### src/rtl/alarm_offset_consts.svh
// Register offsets, field positions, reset values and timing for the command/alarm block
`ifndef ALARM_OFFSET_CONSTS_SVH
`define ALARM_OFFSET_CONSTS_SVH

// Byte addresses of the 16-bit registers (low byte even, high byte odd)
`define ADDR_X_ACCEL_OFF   6'h10
`define ADDR_Y_ACCEL_OFF   6'h12
`define ADDR_X_INCL_OFF    6'h14
`define ADDR_Y_INCL_OFF    6'h16
`define ADDR_ROT_OFF       6'h18
`define ADDR_ALM1_THRESH   6'h20
`define ADDR_ALM2_THRESH   6'h22
`define ADDR_ALM1_COUNT    6'h24
`define ADDR_ALM2_COUNT    6'h26
`define ADDR_ALARM_CONTROL      6'h28
`define ADDR_AUX_DAC       6'h30
`define ADDR_STATUS        6'h3C
`define ADDR_COMMAND       6'h3E

// Command bits
`define CMD_AUTONULL       0
`define CMD_RESTORE        1
`define CMD_DAC_LATCH      2
`define CMD_FLASH          3
`define CMD_STATUS_CLR     4

// Status bits
`define ST_FLASH_ERR       2
`define ST_ALM1            8
`define ST_ALM2            9

// Alarm control fields and threshold comparison bit
`define CTL_ALM2_SRC_HI    15
`define CTL_ALM2_SRC_LO    12
`define CTL_ALM1_SRC_HI    11
`define CTL_ALM1_SRC_LO    8
`define CTL_ALM2_ROC       6
`define CTL_ALM1_ROC       5
`define CTL_ALM2_FILT      4
`define CTL_ALM1_FILT      3
`define CTL_IND_EN         2
`define CTL_IND_POL        1
`define CTL_IND_LINE       0
`define THRESH_GT_BIT      15

// Alarm source codes
`define SRC_DISABLED       4'h0
`define SRC_SUPPLY         4'h1
`define SRC_X_ACCEL        4'h2
`define SRC_Y_ACCEL        4'h3
`define SRC_AUX_ADC        4'h4
`define SRC_TEMP           4'h5
`define SRC_X_INCL         4'h6
`define SRC_Y_INCL         4'h7
`define SRC_ROT            4'h8

// Reset values
`define RST_OFFSET         14'h0000
`define RST_THRESH         16'h0000
`define RST_COUNT          8'h01
`define RST_ALARM_CONTROL       16'h0000
`define RST_AUX_DAC        12'h000

// Timing
`define CLK_HZ             50000000
`define FLASH_TIME_MS      50
`define FLASH_CYCLES       (`FLASH_TIME_MS * (`CLK_HZ / 1000))

`endif

### src/rtl/alarm_offset_pkg.sv
// Types shared by the command/alarm block
package alarm_offset_pkg;

  typedef struct packed {
    logic [13:0] supply;
    logic [13:0] x_accel;
    logic [13:0] y_accel;
    logic [13:0] aux_adc;
    logic [13:0] temp;
    logic [13:0] x_incl;
    logic [13:0] y_incl;
    logic [13:0] rot;
  } sample_t;

  typedef struct packed {
    logic [13:0] x_accel;
    logic [13:0] y_accel;
    logic [13:0] x_incl;
    logic [13:0] y_incl;
    logic [13:0] rot;
  } offsets_t;

  typedef struct packed {
    logic        enable;
    logic        roc;
    logic        gt;
    logic [13:0] mag;
    logic [7:0]  count;
  } alarm_cfg_t;

  typedef struct packed {
    offsets_t    offs;
    logic [15:0] thresh1;
    logic [15:0] thresh2;
    logic [7:0]  count1;
    logic [7:0]  count2;
    logic [15:0] ctrl;
  } flash_image_t;

  typedef enum logic {FL_IDLE, FL_BUSY} flash_state_t;

endpackage

### src/rtl/alarm_offset_command_logic.sv
// Command actions, offset calibration registers and dual alarm monitors
`timescale 1ns/1ns
`default_nettype none
`include "alarm_offset_consts.svh"

module alarm_offset_command_logic
  import alarm_offset_pkg::*;
#(
  parameter int unsigned FLASH_CYCLES = `FLASH_CYCLES
)(
  input  wire logic        clock_i,
  input  wire logic        resetn_i,
  input  wire logic        reg_wr_i,
  input  wire logic        reg_rd_i,
  input  wire logic [5:0]  reg_addr_i,
  input  wire logic [7:0]  reg_wdata_i,
  output logic [15:0]      reg_rdata_o,
  output logic             reg_rvalid_o,
  input  wire logic        sample_valid_i,
  input  wire sample_t     out_data_i,
  input  wire sample_t     raw_data_i,
  input  wire logic        flash_fail_i,
  output offsets_t         offsets_o,
  output logic [11:0]      dac_level_o,
  output logic             flash_busy_o,
  output logic             flash_commit_o,
  output flash_image_t     flash_image_o,
  output logic             aux_line_one_o,
  output logic             aux_line_one_oe_o,
  output logic             aux_line_two_o,
  output logic             aux_line_two_oe_o
);

  // ---------------------------------------------------------------
  // Reset release
  // ---------------------------------------------------------------
  logic [1:0] rst_sync_reg;
  logic       rst_n;

  always_ff @(posedge clock_i or negedge resetn_i) begin
    if (!resetn_i) begin
      rst_sync_reg <= 2'b00;
    end else begin
      rst_sync_reg <= {rst_sync_reg[0], 1'b1};
    end
  end
  assign rst_n = rst_sync_reg[1];

  // ---------------------------------------------------------------
  // Register file and command decode
  // ---------------------------------------------------------------
  offsets_t     offs_reg, offs_next;
  logic [15:0]  thresh1_reg, thresh1_next;
  logic [15:0]  thresh2_reg, thresh2_next;
  logic [7:0]   count1_reg, count1_next;
  logic [7:0]   count2_reg, count2_next;
  logic [15:0]  ctrl_reg, ctrl_next;
  logic [11:0]  dac_reg, dac_next;
  logic [11:0]  dac_out_reg, dac_out_next;
  logic         flash_err_reg, flash_err_next;
  logic         alm1_st_reg, alm1_st_next;
  logic         alm2_st_reg, alm2_st_next;
  logic [15:0]  rdata_reg, rdata_next;
  logic         rvalid_reg, rvalid_next;

  logic         hi;
  logic [5:0]   waddr;
  logic [7:0]   cmd;
  logic         status_read;
  logic         flash_fail_set;
  logic         alm1_active;
  logic         alm2_active;

  function automatic logic [15:0] put_byte(input logic [15:0] old, input logic upper,
                                           input logic [7:0] b);
    return upper ? {b, old[7:0]} : {old[15:8], b};
  endfunction

  function automatic logic [13:0] negate(input logic [13:0] v);
    return ~v + 14'h0001;
  endfunction

  always_comb begin
    hi    = reg_addr_i[0];
    waddr = {reg_addr_i[5:1], 1'b0};
    cmd   = (reg_wr_i && waddr == `ADDR_COMMAND && !hi) ? reg_wdata_i : 8'h00;
    status_read = reg_rd_i && waddr == `ADDR_STATUS;

    offs_next    = offs_reg;
    thresh1_next = thresh1_reg;
    thresh2_next = thresh2_reg;
    count1_next  = count1_reg;
    count2_next  = count2_reg;
    ctrl_next    = ctrl_reg;
    dac_next     = dac_reg;
    dac_out_next = dac_out_reg;

    if (reg_wr_i) begin
      unique case (waddr)
        `ADDR_X_ACCEL_OFF: offs_next.x_accel = 14'(put_byte({2'b00, offs_reg.x_accel}, hi,
                                                            reg_wdata_i));
        `ADDR_Y_ACCEL_OFF: offs_next.y_accel = 14'(put_byte({2'b00, offs_reg.y_accel}, hi,
                                                            reg_wdata_i));
        `ADDR_X_INCL_OFF:  offs_next.x_incl = 14'(put_byte({2'b00, offs_reg.x_incl}, hi,
                                                           reg_wdata_i));
        `ADDR_Y_INCL_OFF:  offs_next.y_incl = 14'(put_byte({2'b00, offs_reg.y_incl}, hi,
                                                           reg_wdata_i));
        `ADDR_ROT_OFF:     offs_next.rot = 14'(put_byte({2'b00, offs_reg.rot}, hi,
                                                        reg_wdata_i));
        `ADDR_ALM1_THRESH: thresh1_next = put_byte(thresh1_reg, hi, reg_wdata_i)
                                          & 16'hBFFF;
        `ADDR_ALM2_THRESH: thresh2_next = put_byte(thresh2_reg, hi, reg_wdata_i)
                                          & 16'hBFFF;
        `ADDR_ALM1_COUNT:  count1_next = hi ? count1_reg : reg_wdata_i;
        `ADDR_ALM2_COUNT:  count2_next = hi ? count2_reg : reg_wdata_i;
        `ADDR_ALARM_CONTROL:    ctrl_next = put_byte(ctrl_reg, hi, reg_wdata_i) & 16'hFF7F;
        `ADDR_AUX_DAC:     dac_next = 12'(put_byte({4'h0, dac_reg}, hi, reg_wdata_i));
        default: begin
        end
      endcase
    end

    if (cmd[`CMD_RESTORE]) begin
      offs_next = '0;
    end
    if (cmd[`CMD_AUTONULL]) begin
      offs_next.x_accel = negate(out_data_i.x_accel);
      offs_next.y_accel = negate(out_data_i.y_accel);
      offs_next.x_incl  = negate(out_data_i.x_incl);
      offs_next.y_incl  = negate(out_data_i.y_incl);
      offs_next.rot     = negate(out_data_i.rot);
    end
    if (cmd[`CMD_DAC_LATCH]) begin
      dac_out_next = dac_reg;
    end

    // Hardware set wins over read or command clear
    flash_err_next = (flash_err_reg & ~(status_read | cmd[`CMD_STATUS_CLR]))
                     | flash_fail_set;
    alm1_st_next   = (alm1_st_reg & ~cmd[`CMD_STATUS_CLR]) | alm1_active;
    alm2_st_next   = (alm2_st_reg & ~cmd[`CMD_STATUS_CLR]) | alm2_active;

    rvalid_next = reg_rd_i;
    rdata_next  = rdata_reg;
    if (reg_rd_i) begin
      unique case (waddr)
        `ADDR_X_ACCEL_OFF: rdata_next = {2'b00, offs_reg.x_accel};
        `ADDR_Y_ACCEL_OFF: rdata_next = {2'b00, offs_reg.y_accel};
        `ADDR_X_INCL_OFF:  rdata_next = {2'b00, offs_reg.x_incl};
        `ADDR_Y_INCL_OFF:  rdata_next = {2'b00, offs_reg.y_incl};
        `ADDR_ROT_OFF:     rdata_next = {2'b00, offs_reg.rot};
        `ADDR_ALM1_THRESH: rdata_next = thresh1_reg;
        `ADDR_ALM2_THRESH: rdata_next = thresh2_reg;
        `ADDR_ALM1_COUNT:  rdata_next = {8'h00, count1_reg};
        `ADDR_ALM2_COUNT:  rdata_next = {8'h00, count2_reg};
        `ADDR_ALARM_CONTROL:    rdata_next = ctrl_reg;
        `ADDR_AUX_DAC:     rdata_next = {4'h0, dac_reg};
        `ADDR_STATUS:      rdata_next = {6'h00, alm2_st_reg, alm1_st_reg, 5'h00,
                                         flash_err_reg, 2'b00};
        default:           rdata_next = 16'h0000;
      endcase
    end
  end

  always_ff @(posedge clock_i or negedge rst_n) begin
    if (!rst_n) begin
      offs_reg      <= {5{`RST_OFFSET}};
      thresh1_reg   <= `RST_THRESH;
      thresh2_reg   <= `RST_THRESH;
      count1_reg    <= `RST_COUNT;
      count2_reg    <= `RST_COUNT;
      ctrl_reg      <= `RST_ALARM_CONTROL;
      dac_reg       <= `RST_AUX_DAC;
      dac_out_reg   <= `RST_AUX_DAC;
      flash_err_reg <= 1'b0;
      alm1_st_reg   <= 1'b0;
      alm2_st_reg   <= 1'b0;
      rdata_reg     <= 16'h0000;
      rvalid_reg    <= 1'b0;
    end else begin
      offs_reg      <= offs_next;
      thresh1_reg   <= thresh1_next;
      thresh2_reg   <= thresh2_next;
      count1_reg    <= count1_next;
      count2_reg    <= count2_next;
      ctrl_reg      <= ctrl_next;
      dac_reg       <= dac_next;
      dac_out_reg   <= dac_out_next;
      flash_err_reg <= flash_err_next;
      alm1_st_reg   <= alm1_st_next;
      alm2_st_reg   <= alm2_st_next;
      rdata_reg     <= rdata_next;
      rvalid_reg    <= rvalid_next;
    end
  end

  // ---------------------------------------------------------------
  // Flash backup sequencer
  // ---------------------------------------------------------------
  flash_state_t fl_state_reg, fl_state_next;
  logic [21:0]  fl_cnt_reg, fl_cnt_next;
  logic         fl_fail_reg, fl_fail_next;
  logic         commit_reg, commit_next;
  flash_image_t image_reg, image_next;

  always_comb begin
    fl_state_next  = fl_state_reg;
    fl_cnt_next    = fl_cnt_reg;
    fl_fail_next   = fl_fail_reg;
    image_next     = image_reg;
    commit_next    = 1'b0;
    flash_fail_set = 1'b0;
    unique case (fl_state_reg)
      FL_IDLE: begin
        // Pending error locks out flash access until cleared
        if (cmd[`CMD_FLASH] && !flash_err_reg) begin
          fl_state_next = FL_BUSY;
          fl_cnt_next   = 22'h000000;
          fl_fail_next  = 1'b0;
          image_next    = {offs_reg, thresh1_reg, thresh2_reg, count1_reg, count2_reg,
                           ctrl_reg};
        end
      end
      FL_BUSY: begin
        fl_fail_next = fl_fail_reg | flash_fail_i;
        if (fl_cnt_reg == 22'(FLASH_CYCLES - 1)) begin
          fl_state_next  = FL_IDLE;
          commit_next    = 1'b1;
          flash_fail_set = fl_fail_reg | flash_fail_i;
        end else begin
          fl_cnt_next = fl_cnt_reg + 22'h000001;
        end
      end
    endcase
  end

  always_ff @(posedge clock_i or negedge rst_n) begin
    if (!rst_n) begin
      fl_state_reg <= FL_IDLE;
      fl_cnt_reg   <= 22'h000000;
      fl_fail_reg  <= 1'b0;
      commit_reg   <= 1'b0;
      image_reg    <= '0;
    end else begin
      fl_state_reg <= fl_state_next;
      fl_cnt_reg   <= fl_cnt_next;
      fl_fail_reg  <= fl_fail_next;
      commit_reg   <= commit_next;
      image_reg    <= image_next;
    end
  end

  // ---------------------------------------------------------------
  // Alarm source selection and monitors
  // ---------------------------------------------------------------
  alarm_cfg_t  cfg1, cfg2;
  logic [13:0] val1, val2;

  function automatic logic [13:0] pick(input logic [3:0] code, input logic filt,
                                       input sample_t raw, input sample_t out);
    sample_t s;
    s = (filt || code == `SRC_X_INCL || code == `SRC_Y_INCL || code == `SRC_ROT)
        ? out : raw;
    unique case (code)
      `SRC_SUPPLY:  return s.supply;
      `SRC_X_ACCEL: return s.x_accel;
      `SRC_Y_ACCEL: return s.y_accel;
      `SRC_AUX_ADC: return s.aux_adc;
      `SRC_TEMP:    return s.temp;
      `SRC_X_INCL:  return s.x_incl;
      `SRC_Y_INCL:  return s.y_incl;
      `SRC_ROT:     return s.rot;
      default:      return 14'h0000;
    endcase
  endfunction

  always_comb begin
    cfg1.enable = ctrl_reg[`CTL_ALM1_SRC_HI:`CTL_ALM1_SRC_LO] != `SRC_DISABLED &&
                  ctrl_reg[`CTL_ALM1_SRC_HI:`CTL_ALM1_SRC_LO] <= `SRC_ROT;
    cfg1.roc    = ctrl_reg[`CTL_ALM1_ROC];
    cfg1.gt     = thresh1_reg[`THRESH_GT_BIT];
    cfg1.mag    = thresh1_reg[13:0];
    cfg1.count  = count1_reg;
    cfg2.enable = ctrl_reg[`CTL_ALM2_SRC_HI:`CTL_ALM2_SRC_LO] != `SRC_DISABLED &&
                  ctrl_reg[`CTL_ALM2_SRC_HI:`CTL_ALM2_SRC_LO] <= `SRC_ROT;
    cfg2.roc    = ctrl_reg[`CTL_ALM2_ROC];
    cfg2.gt     = thresh2_reg[`THRESH_GT_BIT];
    cfg2.mag    = thresh2_reg[13:0];
    cfg2.count  = count2_reg;
    val1 = pick(ctrl_reg[`CTL_ALM1_SRC_HI:`CTL_ALM1_SRC_LO], ctrl_reg[`CTL_ALM1_FILT],
                raw_data_i, out_data_i);
    val2 = pick(ctrl_reg[`CTL_ALM2_SRC_HI:`CTL_ALM2_SRC_LO], ctrl_reg[`CTL_ALM2_FILT],
                raw_data_i, out_data_i);
  end

  alarm_monitor u_alarm_one (
    .clock_i        (clock_i),
    .rst_n_i        (rst_n),
    .sample_valid_i (sample_valid_i),
    .value_i        (val1),
    .cfg_i          (cfg1),
    .active_o       (alm1_active)
  );

  alarm_monitor u_alarm_two (
    .clock_i        (clock_i),
    .rst_n_i        (rst_n),
    .sample_valid_i (sample_valid_i),
    .value_i        (val2),
    .cfg_i          (cfg2),
    .active_o       (alm2_active)
  );

  // ---------------------------------------------------------------
  // Alarm indicator lines
  // ---------------------------------------------------------------
  logic [3:0] line_reg, line_next;
  logic       ind;

  always_comb begin
    ind       = (alm1_active | alm2_active) ~^ ctrl_reg[`CTL_IND_POL];
    line_next = 4'h0;
    if (ctrl_reg[`CTL_IND_EN]) begin
      line_next = ctrl_reg[`CTL_IND_LINE] ? {ind, 1'b1, 2'b00} : {2'b00, ind, 1'b1};
    end
  end

  always_ff @(posedge clock_i or negedge rst_n) begin
    if (!rst_n) begin
      line_reg <= 4'h0;
    end else begin
      line_reg <= line_next;
    end
  end

  assign reg_rdata_o       = rdata_reg;
  assign reg_rvalid_o      = rvalid_reg;
  assign offsets_o         = offs_reg;
  assign dac_level_o       = dac_out_reg;
  assign flash_busy_o      = (fl_state_reg == FL_BUSY);
  assign flash_commit_o    = commit_reg;
  assign flash_image_o     = image_reg;
  assign aux_line_two_o    = line_reg[3];
  assign aux_line_two_oe_o = line_reg[2];
  assign aux_line_one_o    = line_reg[1];
  assign aux_line_one_oe_o = line_reg[0];

endmodule

`default_nettype wire

### src/rtl/alarm_monitor.sv
// One alarm monitor: static threshold or averaged rate-of-change comparison
`timescale 1ns/1ns
`default_nettype none

module alarm_monitor
  import alarm_offset_pkg::*;
(
  input  wire logic        clock_i,
  input  wire logic        rst_n_i,
  input  wire logic        sample_valid_i,
  input  wire logic [13:0] value_i,
  input  wire alarm_cfg_t  cfg_i,
  output logic             active_o
);

  logic [13:0]        prev_reg, prev_next;
  logic               primed_reg, primed_next;
  logic signed [23:0] acc_reg, acc_next;
  logic [7:0]         n_reg, n_next;
  logic               active_reg, active_next;

  logic [7:0]         n_target;
  logic signed [14:0] diff;
  logic signed [23:0] acc_sum;
  logic signed [23:0] limit;

  always_comb begin
    n_target = (cfg_i.count == 8'h00) ? 8'h01 : cfg_i.count;
    diff     = $signed({value_i[13], value_i}) - $signed({prev_reg[13], prev_reg});
    acc_sum  = acc_reg + 24'(diff);
    limit    = 24'($signed(cfg_i.mag)) * $signed({16'h0000, n_target});
    prev_next   = prev_reg;
    primed_next = primed_reg;
    acc_next    = acc_reg;
    n_next      = n_reg;
    active_next = active_reg;
    if (!cfg_i.enable) begin
      primed_next = 1'b0;
      acc_next    = 24'h000000;
      n_next      = 8'h00;
      active_next = 1'b0;
    end else if (sample_valid_i) begin
      prev_next   = value_i;
      primed_next = 1'b1;
      if (!cfg_i.roc) begin
        acc_next    = 24'h000000;
        n_next      = 8'h00;
        active_next = cfg_i.gt ? ($signed(value_i) > $signed(cfg_i.mag))
                               : ($signed(value_i) < $signed(cfg_i.mag));
      end else if (primed_reg) begin
        // Sum of differences against magnitude times count avoids a divider
        if (n_reg + 8'h01 >= n_target) begin
          active_next = cfg_i.gt ? (acc_sum > limit) : (acc_sum < limit);
          acc_next    = 24'h000000;
          n_next      = 8'h00;
        end else begin
          acc_next = acc_sum;
          n_next   = n_reg + 8'h01;
        end
      end
    end
  end

  always_ff @(posedge clock_i or negedge rst_n_i) begin
    if (!rst_n_i) begin
      prev_reg   <= 14'h0000;
      primed_reg <= 1'b0;
      acc_reg    <= 24'h000000;
      n_reg      <= 8'h00;
      active_reg <= 1'b0;
    end else begin
      prev_reg   <= prev_next;
      primed_reg <= primed_next;
      acc_reg    <= acc_next;
      n_reg      <= n_next;
      active_reg <= active_next;
    end
  end

  assign active_o = active_reg;

endmodule

`default_nettype wire

### config.mk
export PLATFORM = sky130hd
export DESIGN_NAME = alarm_offset_command_logic
export DESIGN_NICKNAME = d
export VERILOG_FILES = /design/src/rtl/alarm_offset_pkg.sv /design/src/rtl/alarm_offset_command_logic.sv /design/src/rtl/alarm_monitor.sv
export VERILOG_INCLUDE_DIRS = /design/src /design/src/rtl
export SDC_FILE = /design/constraint.sdc
export NUM_CORES = 2
export LEC_CHECK = 0
export BUFFER_PORTS_ARGS = -buffer_cell sky130_fd_sc_hd__buf_4
export CORE_AREA = 5 5 330 332
export CTS_BUF_LIST = sky130_fd_sc_hd__clkbuf_4 sky130_fd_sc_hd__clkbuf_8 sky130_fd_sc_hd__clkbuf_16
export CTS_CLUSTER_SIZE = 25
export DETAILED_ROUTE_END_ITERATION = 6
export DIE_AREA = 0 0 335 337
export PLACE_DENSITY_LB_ADDON = 0.12
export SLEW_MARGIN = 20
export SYNTH_ARGS = -nofsm -noshare
export SYNTH_HDL_FRONTEND = slang
export SYNTH_HIERARCHICAL = 1
export SYNTH_SLANG_ARGS = --single-unit
### constraint.sdc
create_clock -name clock_i -period 16.75 [get_ports clock_i]
set_input_delay 5.025 -clock clock_i [delete_from_list [all_inputs] [get_ports clock_i]]
set_output_delay 5.025 -clock clock_i [all_outputs]
set_load 0.005 [all_outputs]
==> run metrics <==
flip-flop and latch count after synthesis roughly 430; Post-Synthesis Cells between 4000 and 5000; Crit Path Category input pin to register; number of buffers inserted by port buffering between 400 and 500; insertion delay of the later-clocked pin in the worst-skew pair 0.65 ns; layout-stage area growth over the synthesis result 18.35%; Fin. Hold Viols 0; TritonCTS buffer count 53; internal power contribution approximately 3.8 mW; total number of placement rows between 100 and 150; Via density ~5.6; share of the synthesized area in the top cell type 29.45%; post-route DRC violation count 0; number of nets in the final layout 5255; worst hold path type register to register; CTS sink cnt 433; y dimension of the die between 300 and 400 µm; count leader, synth sky130_fd_sc_hd__nand2_1; outcome completed; slack of the critical path between 5 and 6 ns; maximum number of pins on one net before global-route repair roughly 170; core outline area around 0.11 mm²; start point of the critical path out_data_i[83]; buffers inserted during post-CTS setup optimization 0; first-iteration detailed-routing DRC count about 3500; cell accounting for the most synthesized area sky130_fd_sc_hd__dfrtp_1; max-cap check violation count 0; transition time of the tightest slew-check pin ~1.2 ns; required time worst endpoint about 17 ns; clock tree from TritonCTS yes; worst hold start rst_sync_reg[0]; vias in the first global route about 33000; startpoint of the most critical register-to-register path ctrl_reg[10]; Post-synth top flop sky130_fd_sc_hd__dfrtp_1; cell type group with the largest total delay on the critical path simple AND/OR/NAND/NOR gates; total of cells resized after clock tree synthesis 0; most frequent cells after synthesis 767 x sky130_fd_sc_hd__nand2_1, 552 x sky130_fd_sc_hd__inv_1, 431 x sky130_fd_sc_hd__dfrtp_1, 242 x sky130_fd_sc_hd__ha_1, 227 x sky130_fd_sc_hd__nor2_1; synthesized area between 0.03 and 0.04 mm²; data arrival time of the worst path about 11 ns; kind of end point of the critical path register; Final GP Congestion between 0.9 and 1; sum of overflow across all layers after global routing 0; max-slew violation count 0; clock root buffer sky130_fd_sc_hd__clkbuf_16; switching component of the power about 3.4 mW; hold-critical path depth 0; endpoints failing setup 0; number of flip-flops under the largest register name approximately 130; power density cells between 150 and 200 mW/mm²; count of H-tree levels built during CTS 2; Post-Route Utilization approximately 40%; leading cell types by total area after synthesis sky130_fd_sc_hd__dfrtp_1 29%, sky130_fd_sc_hd__fa_1 12%, sky130_fd_sc_hd__ha_1 8.3%; Static Leak ~21 nW; Async S/R FF share, synth 100.0%; Total Neg Setup Slack 0 ns; maximum fanout count along the critical path 11; wire length of the first global-routing pass 235000 µm; ratio of cells with drive above 1 in the final layout 17.03%; FF-to-FF path depth 24; proportion of power drawn by flip-flops and latches between 10% and 20%; Antenna Violating Nets Remaining 0; worst clock skew on the final layout roughly 0.019 ns; sort of element at the start of the critical path input pin; hold buffers post-CTS 0; R2R setup slack approximately 8.2 ns; initial antenna violation count 20; final cycle utilization of the critical path 65.02%; number of buffers and inverters on the critical path 3; capture point of the worst reg-to-reg path u_alarm_one/active_o; die footprint 0.1129 mm²; clk buf depth 3; DP Worst Slack between 5 and 6 ns; cell type with the highest occurrence count on the critical path sky130_fd_sc_hd__xnor2_1; Top-Level Pins 483; Starting Density between 30% and 40%; Max stage delay on crit path around 0.7 ns; total via count after detailed routing 33370; setup repair after global routing missed its margin false; switching part of the total power 47.52%; count of flip-flops with a built-in enable after synthesis 0; clock group share of total power approximately 18%; sequential area share after synthesis between 20% and 30%; average instance area after synthesis just under 9 µm²; die width 335 µm; Critical Path, Cell by Cell buf_4 > a222oi_1 > a21oi_1 > or4_1 > inv_1 > fa_1 > inv_1 > ha_1 > a21o_1 > a21o_1 > or3_1 > a211oi_2 > o41ai_2 > a21oi_2 > xnor2_1 > xnor2_1 > ha_1 > nand4_1 > nor4_1 > a211o_1 > xnor2_1 > nand4_1 > o311ai_1; f_max between 90 and 100 MHz; worst supply voltage drop on vdd ~0.00011 V; Yosys warning total 6; Final Critical Period ~11 ns; endpoint with the worst hold slack rst_sync_reg[1]; combinational fraction of design power 62.6%; Detailed Routing Iterations Pass 1 6; detailed-route wire length between 150000 and 200000 µm; distinct cell type count of the synthesized netlist 109; sum of net half-perimeters after detailed placement roughly 130000 µm; cell with the largest stage delay on the worst path sky130_fd_sc_hd__nor4_1; Reg clk slew, reported paths approximately 0.060 ns; global routing usage summed across all routing layers 28.23%; post-DR wirelength/cell ~27 µm; worst slew margin relative to its limit approximately a fifth
-- cells by family after synthesis --
logic type / share of synthesized area [%]
and+or+nand+nor: 17.39
adders and majority gates: 20.62
muxes: 5.313
buffers and inverters: 8.057
other: 0.02051
AOI/OAI and AO/OA: 15.06
xor gates and xnor gates: 3.943
DFF: 29.60
-- worst max-delay path by stage --
stage | end | slack [ns] | cells after the start
3_5_place_dp | u_alarm_one/active_o | 5.07 | 24
4_1_cts | u_alarm_one/active_o | 5.76 | 23
6_report | u_alarm_one/active_o | 5.86 | 23
3_3_place_gp | u_alarm_one/active_o | 5.13 | 24
2_1_floorplan | alm1_st_reg | 3.79 | 0
5_1_grt | u_alarm_one/active_o | 5.44 | 23
-- cell type report --
cell class	count	area, µm²
fill	10920	62660
multi-input combinational	3002	22920
sequential	433	10850
timing repair buffer	500	3779
inverter	553	2076
tap	1403	1755
clock buffer	70	1523
clock inverter	27	415.4
antenna	10	25.02
-- power groups by stage --
stage	logic (mW)	registers (mW)	clock network, mW
floorplan	3.26	1.31	0
global placement	4.45	1.42	0
detailed placement	4.48	1.43	0
CTS	4.52	1.41	1.32
global route	5.09	1.42	1.35
finish	4.53	1.41	1.30
-- cell usage in the layout, fill, tap and decap left out, drive strengths merged, types with 65 or more instances in the layout --
master,netlist,final
a22oi,81,81
fa,226,226
ha,242,242
dfrtp,431,431
clkbuf,103,70
mux2,107,107
a21oi,141,141
o21ai,160,160
nand2,770,770
nor2,228,228
xnor2,103,103
buf,87,500
inv,552,554
mux2i,65,65
-- metal layers --
layer  wire length [µm]  vias up  global-route usage, %
met5                111        -                      0
met4               6456       18                  9.304
met3              17800      283                  8.535
met2              68570     1686                  41.92
met1              70670    16510                  39.37
li1                   -    14870                      -
-- stage by stage --
step | instance area (µm²) | std cells | hold WS (ns) | power (mW)
4_1_cts | 43300 | 5988 | 0.3495 | 7.250
3_3_place_gp | 41360 | 5891 | 0.3325 | 5.877
2_1_floorplan | 36630 | 4178 | 0.3312 | 4.575
6_report | 43340 | 5998 | 0.3482 | 7.242
3_5_place_dp | 41360 | 5891 | 0.3356 | 5.910
5_1_grt | 43320 | 5990 | 0.3611 | 7.871
(Power assumes the default switching activity.)
